===== config.mk =====
export PLATFORM = sky130hd
export DESIGN_NAME = ser_status_top
export DESIGN_NICKNAME = d
export VERILOG_FILES = /design/src/hdl/ser_pkg.sv /design/src/hdl/ser_bin2dec.sv /design/src/hdl/ser_status_top.sv
export SDC_FILE = /design/constraint.sdc
export NUM_CORES = 1
export LEC_CHECK = 0
export BUFFER_PORTS_ARGS = -buffer_cell sky130_fd_sc_hd__buf_2
export CORE_MARGIN = 3
export CORE_UTILIZATION = 63
export CTS_CLUSTER_SIZE = 25
export DETAILED_ROUTE_END_ITERATION = 8
export PLACE_DENSITY = 0.85
export SYNTH_ARGS = -nofsm -noshare
export SYNTH_HDL_FRONTEND = slang
export SYNTH_SLANG_ARGS = --single-unit

===== constraint.sdc =====
create_clock -name CLOCK -period 7.91 [get_ports CLOCK]
set_clock_uncertainty 0.2 [all_clocks]
set_input_delay 1.9775 -clock CLOCK [delete_from_list [all_inputs] [get_ports CLOCK]]
set_output_delay 1.9775 -clock CLOCK [all_outputs]
set_load 0.01 [all_outputs]

===== src/hdl/ser_pkg.sv =====
// Purpose: Shared constants for the status and event reporting block
// Assumes: One instrument clock; commands arrive decoded from a parser
// Notes:   Command codes are the parser's, bit positions the status map
package ser_pkg;

  // Command codes presented on CMD_CODE with CMD_STB
  localparam logic [3:0] CMD_ESR_QUERY   = 4'h0;
  localparam logic [3:0] CMD_ESE_SET     = 4'h1;
  localparam logic [3:0] CMD_ESE_QUERY   = 4'h2;
  localparam logic [3:0] CMD_QUES_COND_Q = 4'h3;
  localparam logic [3:0] CMD_QUES_EVEN_Q = 4'h4;
  localparam logic [3:0] CMD_OPER_COND_Q = 4'h5;
  localparam logic [3:0] CMD_OPER_EVEN_Q = 4'h6;
  localparam logic [3:0] CMD_STB_QUERY   = 4'h7;
  localparam logic [3:0] CMD_SRE_SET     = 4'h8;
  localparam logic [3:0] CMD_SRE_QUERY   = 4'h9;
  localparam logic [3:0] CMD_OPC         = 4'hA;

  // Event status flag positions
  localparam int ESR_OPC_BIT   = 0;
  localparam int ESR_UNUSED    = 1;
  localparam int ESR_QERR_BIT  = 2;
  localparam int ESR_DDE_BIT   = 3;
  localparam int ESR_EXE_BIT   = 4;
  localparam int ESR_CME_BIT   = 5;
  localparam int ESR_URQ_BIT   = 6;
  localparam int ESR_PON_BIT   = 7;

  // Status byte positions
  localparam int STB_ERRQ_BIT  = 2;
  localparam int STB_QUES_BIT  = 3;
  localparam int STB_MAV_BIT   = 4;
  localparam int STB_ESB_BIT   = 5;
  localparam int STB_MSS_BIT   = 6;
  localparam int STB_OPER_BIT  = 7;

  // Operation activity flag positions
  localparam int OPER_CAL_BIT  = 0;

  // Status byte bits that may raise a service request
  localparam logic [7:0] SRQ_SRC_MASK = 8'h34;
  // Enable bit ignored in the service request enable mask
  localparam logic [7:0] SRE_WR_MASK  = 8'hBF;

  // Reset values
  localparam logic [7:0]  ESR_RST  = 8'h00;
  localparam logic [7:0]  ESE_RST  = 8'h00;
  localparam logic [7:0]  SRE_RST  = 8'h00;
  localparam logic [15:0] OPER_RST = 16'h0000;
  localparam logic [15:0] QUES_VAL = 16'h0000;

  // Decimal response shape
  localparam int BIN_W = 16;
  localparam int DEC_D = 5;

endpackage : ser_pkg


===== src/hdl/ser_bin2dec.sv =====
// Purpose: Serial binary to packed decimal converter for query answers
// Assumes: start is one cycle, ignored while busy
// Notes:   One shift per clock, so an answer takes W cycles plus one
`timescale 1ns/1ps
module ser_bin2dec
  import ser_pkg::*;
#(
  parameter int W = BIN_W,
  parameter int D = DEC_D
) (
  // Clock and reset
  input  wire logic         clk,
  input  wire logic         rst_n,
  // Request
  input  wire logic         start,
  input  wire logic [W-1:0] bin,
  // Result
  output logic              busy,
  output logic              done,
  output logic [D*4-1:0]    dec
);

  typedef enum logic {S_IDLE, S_RUN} ser_cv_state_t;

  ser_cv_state_t     state_reg;   // Converter state
  logic [D*4-1:0]    bcd_reg;     // Decimal digits being built
  logic [W-1:0]      bin_reg;     // Binary bits left to shift
  logic [5:0]        cnt_reg;     // Shifts remaining
  logic              done_reg;    // One-cycle completion pulse
  logic [D*4-1:0]    adj;         // Digits after add-three step

  // Add three to each digit of five or more before the shift
  for (genvar i = 0; i < D; i++) begin : g_digit
    assign adj[i*4 +: 4] = (bcd_reg[i*4 +: 4] >= 4'h5) ?
                           4'(bcd_reg[i*4 +: 4] + 4'h3) :
                           bcd_reg[i*4 +: 4];
  end

  assign busy = (state_reg == S_RUN);
  assign done = done_reg;
  assign dec  = bcd_reg;

  ////////////////////////////////////////////////////////////////////////
  // Shift engine
  always_ff @(posedge clk or negedge rst_n) begin
    if (!rst_n) begin
      state_reg <= S_IDLE;
      bcd_reg   <= '0;
      bin_reg   <= '0;
      cnt_reg   <= '0;
      done_reg  <= 1'b0;
    end else begin
      done_reg <= 1'b0;
      case (state_reg)
        S_IDLE: begin
          // Load a fresh value, digits cleared
          if (start) begin
            bcd_reg   <= '0;
            bin_reg   <= bin;
            cnt_reg   <= 6'(W);
            state_reg <= S_RUN;
          end
        end
        S_RUN: begin
          // Shift one binary bit into the digit chain
          {bcd_reg, bin_reg} <= {adj, bin_reg} << 1;
          cnt_reg <= cnt_reg - 6'h01;
          if (cnt_reg == 6'h01) begin
            state_reg <= S_IDLE;
            done_reg  <= 1'b1;
          end
        end
        default: state_reg <= S_IDLE;
      endcase
    end
  end

endmodule : ser_bin2dec


===== src/hdl/ser_status_top.sv =====
// Purpose: Event status, enable masks, status byte and service request
// Assumes: A parser hands decoded commands and error strobes in sync
// Notes:   Queries answer in packed decimal after a short conversion
//
// Overview of operation
// - Event flags latch; event query returns them
// - Enabled flag rising sets event summary bit
// - Event enable mask set and queried by command
// - Bit0 on completion after all done; bit1 zero
// - Bit2 on read without query or abandon
// - Bit3 on device dependent error
// - Bit4 on execution error
// - Bit5 on undefined or malformed command
// - Bit6 on switch to local control
// - Bit7 set once at power up
// - Questionable parts queried, all read zero
// - Activity condition live, event since read
// - Activity bit0 high while calibrating
// - Service request from enabled bits 2,4,5
// - Mask 1 and 32 make completion request
// - Service request is only unsolicited output
// - Serial poll returns same status byte
// - Query answers are decimal numbers
// - Reading an event part clears it
// - Summary is OR of flag AND enable; activity summary bit7 is OR of events, no enable
// - Event summary sits in status bit 5
// - Status bit6 shows any enabled bit
`timescale 1ns/1ps
module ser_status_top
  import ser_pkg::*;
(
  // Clock and reset
  input  wire logic         CLOCK,
  input  wire logic         RST_B,
  // Decoded commands from the parser
  input  wire logic         CMD_STB,
  input  wire logic [3:0]   CMD_CODE,
  input  wire logic [7:0]   CMD_DATA,
  output logic              CMD_READY,
  // Error and event strobes
  input  wire logic         CMD_ERR_STB,
  input  wire logic         EXEC_ERR_STB,
  input  wire logic         DEV_ERR_STB,
  input  wire logic         LOCAL_STB,
  // Instrument state
  input  wire logic         ALL_DONE,
  input  wire logic         CAL_ACTIVE,
  input  wire logic         ERRQ_NONEMPTY,
  // Query response
  output logic              RESP_VALID,
  output logic [19:0]       RESP_DEC,
  input  wire logic         RESP_READ,
  // Serial poll and service request
  input  wire logic         SPOLL_STB,
  output logic              SPOLL_VALID,
  output logic [7:0]        SPOLL_DATA,
  output logic              SRQ_REQ
);

  ////////////////////////////////////////////////////////////////////////
  // Reset release through two flops
  logic rst_s1_reg;   // First release stage
  logic rst_n;        // Released reset for the block

  always_ff @(posedge CLOCK or negedge RST_B) begin
    if (!RST_B) begin
      rst_s1_reg <= 1'b0;
      rst_n      <= 1'b0;
    end else begin
      rst_s1_reg <= 1'b1;
      rst_n      <= rst_s1_reg;
    end
  end

  ////////////////////////////////////////////////////////////////////////
  // State
  logic [7:0]  esr_reg;          // Event status flags
  logic [7:0]  ese_reg;          // Event status enable mask
  logic [7:0]  sre_reg;          // Service request enable mask
  logic [15:0] oper_cond_reg;    // Live activity condition
  logic [15:0] oper_even_reg;    // Activity events since last read
  logic        opc_pend_reg;     // Completion command waiting
  logic        pon_done_reg;     // Power-on flag already raised
  logic        resp_pend_reg;    // Answer waiting to be fetched
  logic        cmd_ready_reg;    // Parser may present a command
  logic        resp_valid_reg;   // Answer presented
  logic [19:0] resp_dec_reg;     // Answer digits
  logic        spoll_valid_reg;  // Poll byte presented
  logic [7:0]  spoll_data_reg;   // Poll byte
  logic        srq_reg;          // Service request line

  ////////////////////////////////////////////////////////////////////////
  // Command decode
  wire cmd_take   = CMD_STB && cmd_ready_reg;
  wire q_esr      = cmd_take && (CMD_CODE == CMD_ESR_QUERY);
  wire w_ese      = cmd_take && (CMD_CODE == CMD_ESE_SET);
  wire q_ese      = cmd_take && (CMD_CODE == CMD_ESE_QUERY);
  wire q_qcond    = cmd_take && (CMD_CODE == CMD_QUES_COND_Q);
  wire q_qeven    = cmd_take && (CMD_CODE == CMD_QUES_EVEN_Q);
  wire q_ocond    = cmd_take && (CMD_CODE == CMD_OPER_COND_Q);
  wire q_oeven    = cmd_take && (CMD_CODE == CMD_OPER_EVEN_Q);
  wire q_stb      = cmd_take && (CMD_CODE == CMD_STB_QUERY);
  wire w_sre      = cmd_take && (CMD_CODE == CMD_SRE_SET);
  wire q_sre      = cmd_take && (CMD_CODE == CMD_SRE_QUERY);
  wire c_opc      = cmd_take && (CMD_CODE == CMD_OPC);
  // Codes beyond the map count as undefined commands
  wire c_undef    = cmd_take && (CMD_CODE > CMD_OPC);
  wire any_query  = q_esr | q_ese | q_qcond | q_qeven | q_ocond |
                    q_oeven | q_stb | q_sre;

  ////////////////////////////////////////////////////////////////////////
  // Query error detection
  // Reading with nothing prepared, or a new command over an unread answer
  wire read_empty = RESP_READ && !resp_pend_reg;
  wire abandon    = cmd_take && resp_pend_reg && !RESP_READ;

  ////////////////////////////////////////////////////////////////////////
  // Event flag sets and clears
  wire opc_hit    = (opc_pend_reg || c_opc) && ALL_DONE;
  logic [7:0] esr_set;
  assign esr_set[ESR_OPC_BIT]  = opc_hit;
  assign esr_set[ESR_UNUSED]   = 1'b0;
  assign esr_set[ESR_QERR_BIT] = read_empty | abandon;
  assign esr_set[ESR_DDE_BIT]  = DEV_ERR_STB;
  assign esr_set[ESR_EXE_BIT]  = EXEC_ERR_STB;
  assign esr_set[ESR_CME_BIT]  = CMD_ERR_STB | c_undef;
  assign esr_set[ESR_URQ_BIT]  = LOCAL_STB;
  assign esr_set[ESR_PON_BIT]  = !pon_done_reg;

  // Set wins over the read clear so no event is lost
  wire [7:0]  esr_next  = (q_esr ? 8'h00 : esr_reg) | esr_set;
  wire [15:0] oper_rise = CAL_ACTIVE & ~oper_cond_reg[OPER_CAL_BIT] ?
                          16'h0001 : 16'h0000;
  wire [15:0] oper_even_next = (q_oeven ? 16'h0000 : oper_even_reg) |
                               oper_rise;

  ////////////////////////////////////////////////////////////////////////
  // Status byte assembly
  wire esb_w   = |(esr_reg & ese_reg);
  wire oper_w  = |oper_even_reg;
  logic [7:0] stb_low;                                        // Without bit6
  assign stb_low = {oper_w, 1'b0, esb_w, resp_pend_reg, 1'b0,
                    ERRQ_NONEMPTY, 2'b00};
  wire mss_w   = |(stb_low & sre_reg & SRE_WR_MASK);
  wire [7:0] stb_w = stb_low | (mss_w ? 8'h40 : 8'h00);
  wire srq_w   = |(stb_low & sre_reg & SRQ_SRC_MASK);

  ////////////////////////////////////////////////////////////////////////
  // Query answer selection
  logic [15:0] q_val;
  assign q_val = q_esr   ? {8'h00, esr_reg} :
                 q_ese   ? {8'h00, ese_reg} :
                 q_ocond ? oper_cond_reg :
                 q_oeven ? oper_even_reg :
                 q_stb   ? {8'h00, stb_w} :
                 q_sre   ? {8'h00, sre_reg} :
                 QUES_VAL;

  // Decimal conversion of the selected value
  logic        cv_busy;
  logic        cv_done;
  logic [19:0] cv_dec;

  ser_bin2dec #(
    .W (BIN_W),
    .D (DEC_D)
  ) u_dec (
    .clk   (CLOCK),
    .rst_n (rst_n),
    .start (any_query),
    .bin   (q_val),
    .busy  (cv_busy),
    .done  (cv_done),
    .dec   (cv_dec)
  );

  ////////////////////////////////////////////////////////////////////////
  // Flags and masks
  always_ff @(posedge CLOCK or negedge rst_n) begin
    if (!rst_n) begin
      esr_reg       <= ESR_RST;
      ese_reg       <= ESE_RST;
      sre_reg       <= SRE_RST;
      oper_cond_reg <= OPER_RST;
      oper_even_reg <= OPER_RST;
      opc_pend_reg  <= 1'b0;
      pon_done_reg  <= 1'b0;
    end else begin
      esr_reg       <= esr_next;
      // Masks change only by their set commands
      if (w_ese) ese_reg <= CMD_DATA;
      if (w_sre) sre_reg <= CMD_DATA & SRE_WR_MASK;
      oper_cond_reg <= {15'h0000, CAL_ACTIVE};
      oper_even_reg <= oper_even_next;
      // Completion waits until earlier work drains
      if (opc_hit) opc_pend_reg <= 1'b0;
      else if (c_opc) opc_pend_reg <= 1'b1;
      pon_done_reg  <= 1'b1;
    end
  end

  ////////////////////////////////////////////////////////////////////////
  // Response handshake; one query in flight at a time
  always_ff @(posedge CLOCK or negedge rst_n) begin
    if (!rst_n) begin
      cmd_ready_reg  <= 1'b1;
      resp_pend_reg  <= 1'b0;
      resp_valid_reg <= 1'b0;
      resp_dec_reg   <= '0;
    end else begin
      if (any_query) begin
        cmd_ready_reg  <= 1'b0;
        resp_pend_reg  <= 1'b0;
        resp_valid_reg <= 1'b0;
      end else if (cv_done) begin
        // Answer ready; parser may go on
        cmd_ready_reg  <= 1'b1;
        resp_pend_reg  <= 1'b1;
        resp_valid_reg <= 1'b1;
        resp_dec_reg   <= cv_dec;
      end else if (RESP_READ || abandon) begin
        // Fetched or dropped by a new command
        resp_pend_reg  <= 1'b0;
        resp_valid_reg <= 1'b0;
      end
    end
  end

  ////////////////////////////////////////////////////////////////////////
  // Serial poll and service request line
  always_ff @(posedge CLOCK or negedge rst_n) begin
    if (!rst_n) begin
      spoll_valid_reg <= 1'b0;
      spoll_data_reg  <= 8'h00;
      srq_reg         <= 1'b0;
    end else begin
      spoll_valid_reg <= SPOLL_STB;
      if (SPOLL_STB) spoll_data_reg <= stb_w;
      srq_reg <= srq_w;
    end
  end

  assign CMD_READY   = cmd_ready_reg;
  assign RESP_VALID  = resp_valid_reg;
  assign RESP_DEC    = resp_dec_reg;
  assign SPOLL_VALID = spoll_valid_reg;
  assign SPOLL_DATA  = spoll_data_reg;
  assign SRQ_REQ     = srq_reg;
endmodule : ser_status_top


# After elaboration in Yosys (flattened, before gate mapping)
# Index checks and enable logic that the tools add are counted.
dict set report classes {
  add_sub_neg 6
  multipliers 0
  div 0
  order_cmp 6
  eq_ne 12
  shift 0
  muxes 33
  bitwise_logic 18
  reduce_logical 31
}
# operator count
set ops {}
lappend ops {{$mux W16} 6}
lappend ops {{$pmux W20 S2} 1}
lappend ops {{$pmux W16 S2} 1}
lappend ops {{$mux W8} 3}
lappend ops {{$ge A4 B3 Y1 const B} 5}
lappend ops {{$mux W20} 1}
lappend ops {{$logic_and A1 B1 Y1} 17}
lappend ops {{$add A4 B2 Y4 const B} 4}
lappend ops {{$and A8 B8 Y8} 2}
lappend ops {{$eq A4 B3 Y1 const B} 4}
lappend ops {{$mux W4} 4}
lappend ops {{$or A16 B1 Y16} 1}
lappend ops {{$reduce_or A16 Y1} 1}
lappend ops {{$eq A4 B4 Y1 const B} 3}
lappend ops {{$mux W1} 12}
lappend ops {{$pmux W6 S2} 1}
lappend ops {{$or A1 B1 Y1} 9}
lappend ops {{$eq A4 B2 Y1 const B} 2}
lappend ops {{$or A8 B7 Y8} 1}
lappend ops {{$or A8 B8 Y8} 1}
lappend ops {{$reduce_or A8 Y1} 1}
lappend ops {{$mux W7} 1}
lappend ops {{$reduce_or A7 Y1} 1}
lappend ops {{$eq A6 B1 Y1 const B} 1}
lappend ops {{other kinds (17)} 23}
dict set report word_totals {
  register_bits 120
  latchBits 0
  ramBits 0
  rom_bits 0
  in_bits 24
  word_cells 126
  mem_count 0
}

# Logic depth before layout (Yosys ltp)
dict set report depth {
  ltp_word 13
  depth_mapped 6
  ltp_nobuf 6
}

# By module
# A second synthesis with hierarchy kept.
dict set report unflattened {
  hier_cells 434
  area_unflattened_um2 4951.0
}
# mod n_inst cells_each area_per_inst_um2 seq_area_each_um2
set by_module_without_submodules {}
lappend by_module_without_submodules {ser_status_top 1 185 2504.9 1427.6}
lappend by_module_without_submodules {ser_bin2dec 1 249 2446.1 1101.1}

# Worst setup path after synthesis
# Ideal clock, no wire load.
dict set report synth_timing {
  path_type {input to register}
  start {input port CMD_CODE[3]}
  end {register esr_reg[2]}
  t_arrival_ns 3.154
  required_ns 7.584
  slack_ns 4.430
  cell_stages 5
  path_cell_list {buf_2 -> nand4bb_4 -> or3_1 -> buf_2 -> a221o_1}
}
dict set report synth_between {
  elab_chain_cells 4
}
# item line
set synth_lines {}
lappend synth_lines {{start, declared} ser_status_top.sv:37} ;# input wire logic [3:0] CMD_CODE,
lappend synth_lines {{$logic_not A4 Y1} ser_status_top.sv:95} ;# wire q_esr = cmd_take && (CMD_CODE == CMD_ESR_QUERY);
lappend synth_lines {{$logic_and A1 B1 Y1} ser_status_top.sv:95}
lappend synth_lines {{$mux W8} ser_status_top.sv:131} ;# wire [7:0] esr_next = (q_esr ? 8'h00 : esr_reg) | esr_set;
lappend synth_lines {{$or A8 B8 Y8} ser_status_top.sv:131}
lappend synth_lines {{net esr_next[2]} ser_status_top.sv:131}
lappend synth_lines {{end signal, assigned} ser_status_top.sv:189} ;# esr_reg <= esr_next;
lappend synth_lines {{end, declared} ser_status_top.sv:77} ;# logic [7:0] esr_reg;
# The timed path passes the listed nets, and every way through them passes these cells.
# A chain may end at the register's enable or synchronous reset.

# Final worst setup path
dict set report layout_timing {
  start {input port CMD_CODE[0]}
  end {register resp_dec_reg[13] (netlist: RESP_DEC[13])}
}
dict set report layout_between {
  elab_chain_cells 11
}
# item line
set layout_lines {}
lappend layout_lines {{$eq A4 B2 Y1 / $logic_not A4 Y1 (equally long branches)} {ser_status_top.sv:97, ser_status_top.sv:95}}
lappend layout_lines {{$logic_and A1 B1 Y1, on equally long branches} {ser_status_top.sv:97, ser_status_top.sv:95}}
lappend layout_lines {{$or A1 B1 Y1 (5 in a row)} ser_status_top.sv:108} ;# wire any_query = q_esr | q_ese | q_qcond | q_qeven | q_ocond |
lappend layout_lines {{$or A1 B1 Y1} ser_status_top.sv:109} ;# q_oeven | q_stb | q_sre;
lappend layout_lines {{$or A1 B1 Y1 (*)} ser_status_top.sv:109}
lappend layout_lines {{$not A1 Y1 (no line) (*)} --}
lappend layout_lines {{$reduce_and A2 Y1 (no line) (*)} --}
lappend layout_lines {{end signal, assigned} ser_status_top.sv:220} ;# resp_dec_reg <= cv_dec;
lappend layout_lines {{end, declared} ser_status_top.sv:87} ;# logic [19:0] resp_dec_reg;
# Mark *: on every way between the ends. The rest lies on a longest branch, timed or not.

==> flow_summary.ini <==
[run_status]
status = completed

[synthesis]
ys_ff_latch = 101
synth_area_um2 = 4888
synth_ff_type = dfrtp_1
ys_warn_count = 0
synth_top_area_share_pct = 51.19
syn_inst = 442
synth_largest_area_cell = dfrtp_1
avgSynthCellArea_um2 = 11.06
seq_area_frac_synth_pct = 51.73
synthArstFlopShare_pct = 100.0
synth_edf_count = 0
synth.distinct_cells = 60
ys_top_cells_by_area = dfrtp_1 51%, mux2_2 6.7%, ha_1 3.1%, o21ai_0 2.9%, nand2_1 2.7%

[sta]
tightest_slew_ns = 1.086
setup_viol = 0
min_period_over_period_pct = 52.45
fmax_mhz = 241.0
setup_tns_ns = 0
maxSlewHeadroom_pct = 27.56
whs_ns = 0.04142
slew_violations = 0
rsz0062_at_grt = no
hold_viol_final = 0
fin_crit_ns = 4.149

[worst_setup_path]
timing.critical_path.from = CMD_CODE[0]
worstSetupStartpointType = primary input
crit_buf_inv = 2
crit_family = compound AO/OA/AOI/OAI gates
cp_slowest_cell = o21ai_2
critPathKind = primary input to flop
critPathMaxStageDelay_ns = 0.84
cp.arrival_ns = 4.20
critPathRequiredTime_ns = 7.96
worstPathCellList = buf_2 > nor3b_2 > xor2_1 > buf_4 > o21ai_2 > mux2_2
path_max_fanout = 24
setup.worst_path.end_class = flop
timing.rr.start = CMD_READY

[power_and_ir_drop]
pwr-share-clk_pct = 16.9
ir_drop_v = 0.0001428
power_mw = 1.822
leakagePower_nw = 2.437
seqPwrFrac_pct = 46.1
net-switching-power_uw = 688.0
p_comb_share_pct = 36.9
powerDensity_nw_per_um2 = 339.2
p_int_mw = 1.134
swShare_pct = 37.76

[placed_design]
placed_cell_area_um2 = 5191
gp_congestion = 0.8404
hpwl_mm = 6.626
io_buffer_count = 52

[cts]
post_cts_buffers = 0
htreeDepth = 3
ctsResizeCount = 0
cts.clk_slew.worst_paths_ns = 0.10
root_buffer = clkbuf_8
holdBufCountCts = 0
clockBufferDepth = 2
clock_sinks = 101
cts_tree = done
clock_latency_ns = 0.37
numCtsBuffers = 9

[floorplan]
start_util_pct = 65.99
die_h_um = 94.09
io_pins = 56
die_area_um2 = 8852
num_rows = 31
die_x_um = 94.09
core_um2 = 7408

[finish]
area_delta_synth_final_pct = 9.880
multi_input_area_um2 = 2181
nets = 521
stdcell_area_um2 = 5371
antennaDiodeCount = 0
num-fill-cells = 520
final_layout_size_suffix_gt1_share_pct = 25.71
seqCellArea_um2 = 2532

[global_route]
grt_pass1_vias = 3497
grt_pass1_wl_mm = 16.71
grt_overflow = 0
antenna_found_initial = 0
grt_max_degree = 72
track_usage_pct = 23.93

[route]
first_pass_iters = 4
drt_wl_total_mm = 9.781
drt_iter0_markers = 241
drc = 0
ant_nets = 0
via_per_inst = 6.051
via_count = 3564
drt-wirelength-per-cell_um = 16.61

[run]
cap_viol_max_count = 0

[hold_path]
holdCritPathClass = flop to async pin
-- metal layers --
metal / wire length [um] / vias to the layer above / track usage [%]
li1: - / 1664 / -
met1: 4152 / 1774 / 30.91
met2: 4908 / 98 / 38.91
met3: 470 / 28 / 4.167
met4: 249 / 0 / 11.91
met5: 0 / - / 0
-- power by group through the flow --
stage | registers, mW | clock network, mW | logic (mW)
final | 0.840 | 0.309 | 0.673
after CTS | 0.838 | 0.314 | 0.678
after detailed placement | 0.846 | 0 | 0.669
after global routing | 0.866 | 0.332 | 0.760
after global placement | 0.838 | 0 | 0.633
after floorplan | 0.838 | 0 | 0.492
-- cells in the final DEF, fill, tap and decap left out, types with 2 or more instances in the layout --
cell and count:
and3_1 2, o21ai_0 28, a222oi_1 3, inv_1 16
clkinv_4 2, xor2_1 6, or3b_2 4, dfrtp_1 99
o22ai_1 10, nor3_1 14, a22o_1 6, inv_6 3
mux2i_1 8, nor2b_1 11, nor3b_1 5, mux2_2 29
a21oi_1 17, nand2_1 35, ha_1 12, nand3_1 8
clkbuf_8 9, a21o_1 4, mux2_1 2, a31o_2 5
buf_2 52, a31oi_1 3, nand3b_1 5, xnor2_1 7
o211ai_1 10, mux2_4 8, buf_4 4, or3_1 2
a22oi_1 3, conb_1 5, nand2b_1 6, nor2_1 18
-- worst reg2reg max path: cells and delay by family (launching register included) --
kind / cells / cell delay, ns
mux: 1 / 0.43
compound gates: 1 / 0.95
simple gates: 1 / 0.30
flops: 1 / 0.66
-- final timing paths --
| path | slack, ns | endpoint | depth (start not counted) |
|---|---|---|---|
| worst max-delay path | 3.76 | RESP_DEC[13] | 6 |
| worst min-delay path | 0.04 | oper_cond_reg[0] | 0 |
| worst max register to register | 5.27 | RESP_DEC[13] | 3 |
| worst min register to register | 0.04 | oper_cond_reg[0] | 0 |
| max in group asynchronous | 6.23 | rst_n | 1 |
| min in group CLOCK | 0.17 | rst_n | 0 |
-- cell families (layout without fill, tap and decap cells) --
logic type	after synthesis	after routing	synth area share, %
muxes	47	47	11.24
other	2	5	0.1536
and+or+nand+nor	119	119	13.49
buffers and inverters	44	89	3.967
xor gates and xnor gates	13	13	2.329
DFF	101	101	51.73
adders and majority gates	12	12	3.071
AOI/OAI and AO/OA	104	104	14.03
-- cell type report --
class	instances	area share (%)
Clock buffer	9	2.306
Tap cell	99	2.306
Multi-Input combinational cell	300	40.60
Inverter	17	1.188
Sequential cell	101	47.15
Clock inverter	7	1.048
Timing Repair Buffer	56	5.404
-- stage by stage --
stage                     utilization [%]  setup WS [ns]  instances
after floorplan                         -          4.430        445
after global placement              70.07          3.453        573
after detailed placement            70.07          3.310        573
after CTS                           72.50          3.713        589
after global routing                72.50          3.552        589
final                               72.50          3.761        589
-- cell usage after synthesis (7+ instances only) --
library cell and number:
a21oi_1 17, o22ai_1 10, mux2_4 8, nor2_1 18
ha_1 12, buf_2 11, xnor2_1 7, nand2_1 35
dfrtp_1 100, nor2b_1 11, mux2i_1 8, nand3_1 8
inv_1 16, mux2_2 29, nor3_1 14, clkbuf_1 12
o211ai_1 10, o21ai_0 28
Note: power is estimated with default switching activity, not from simulation.
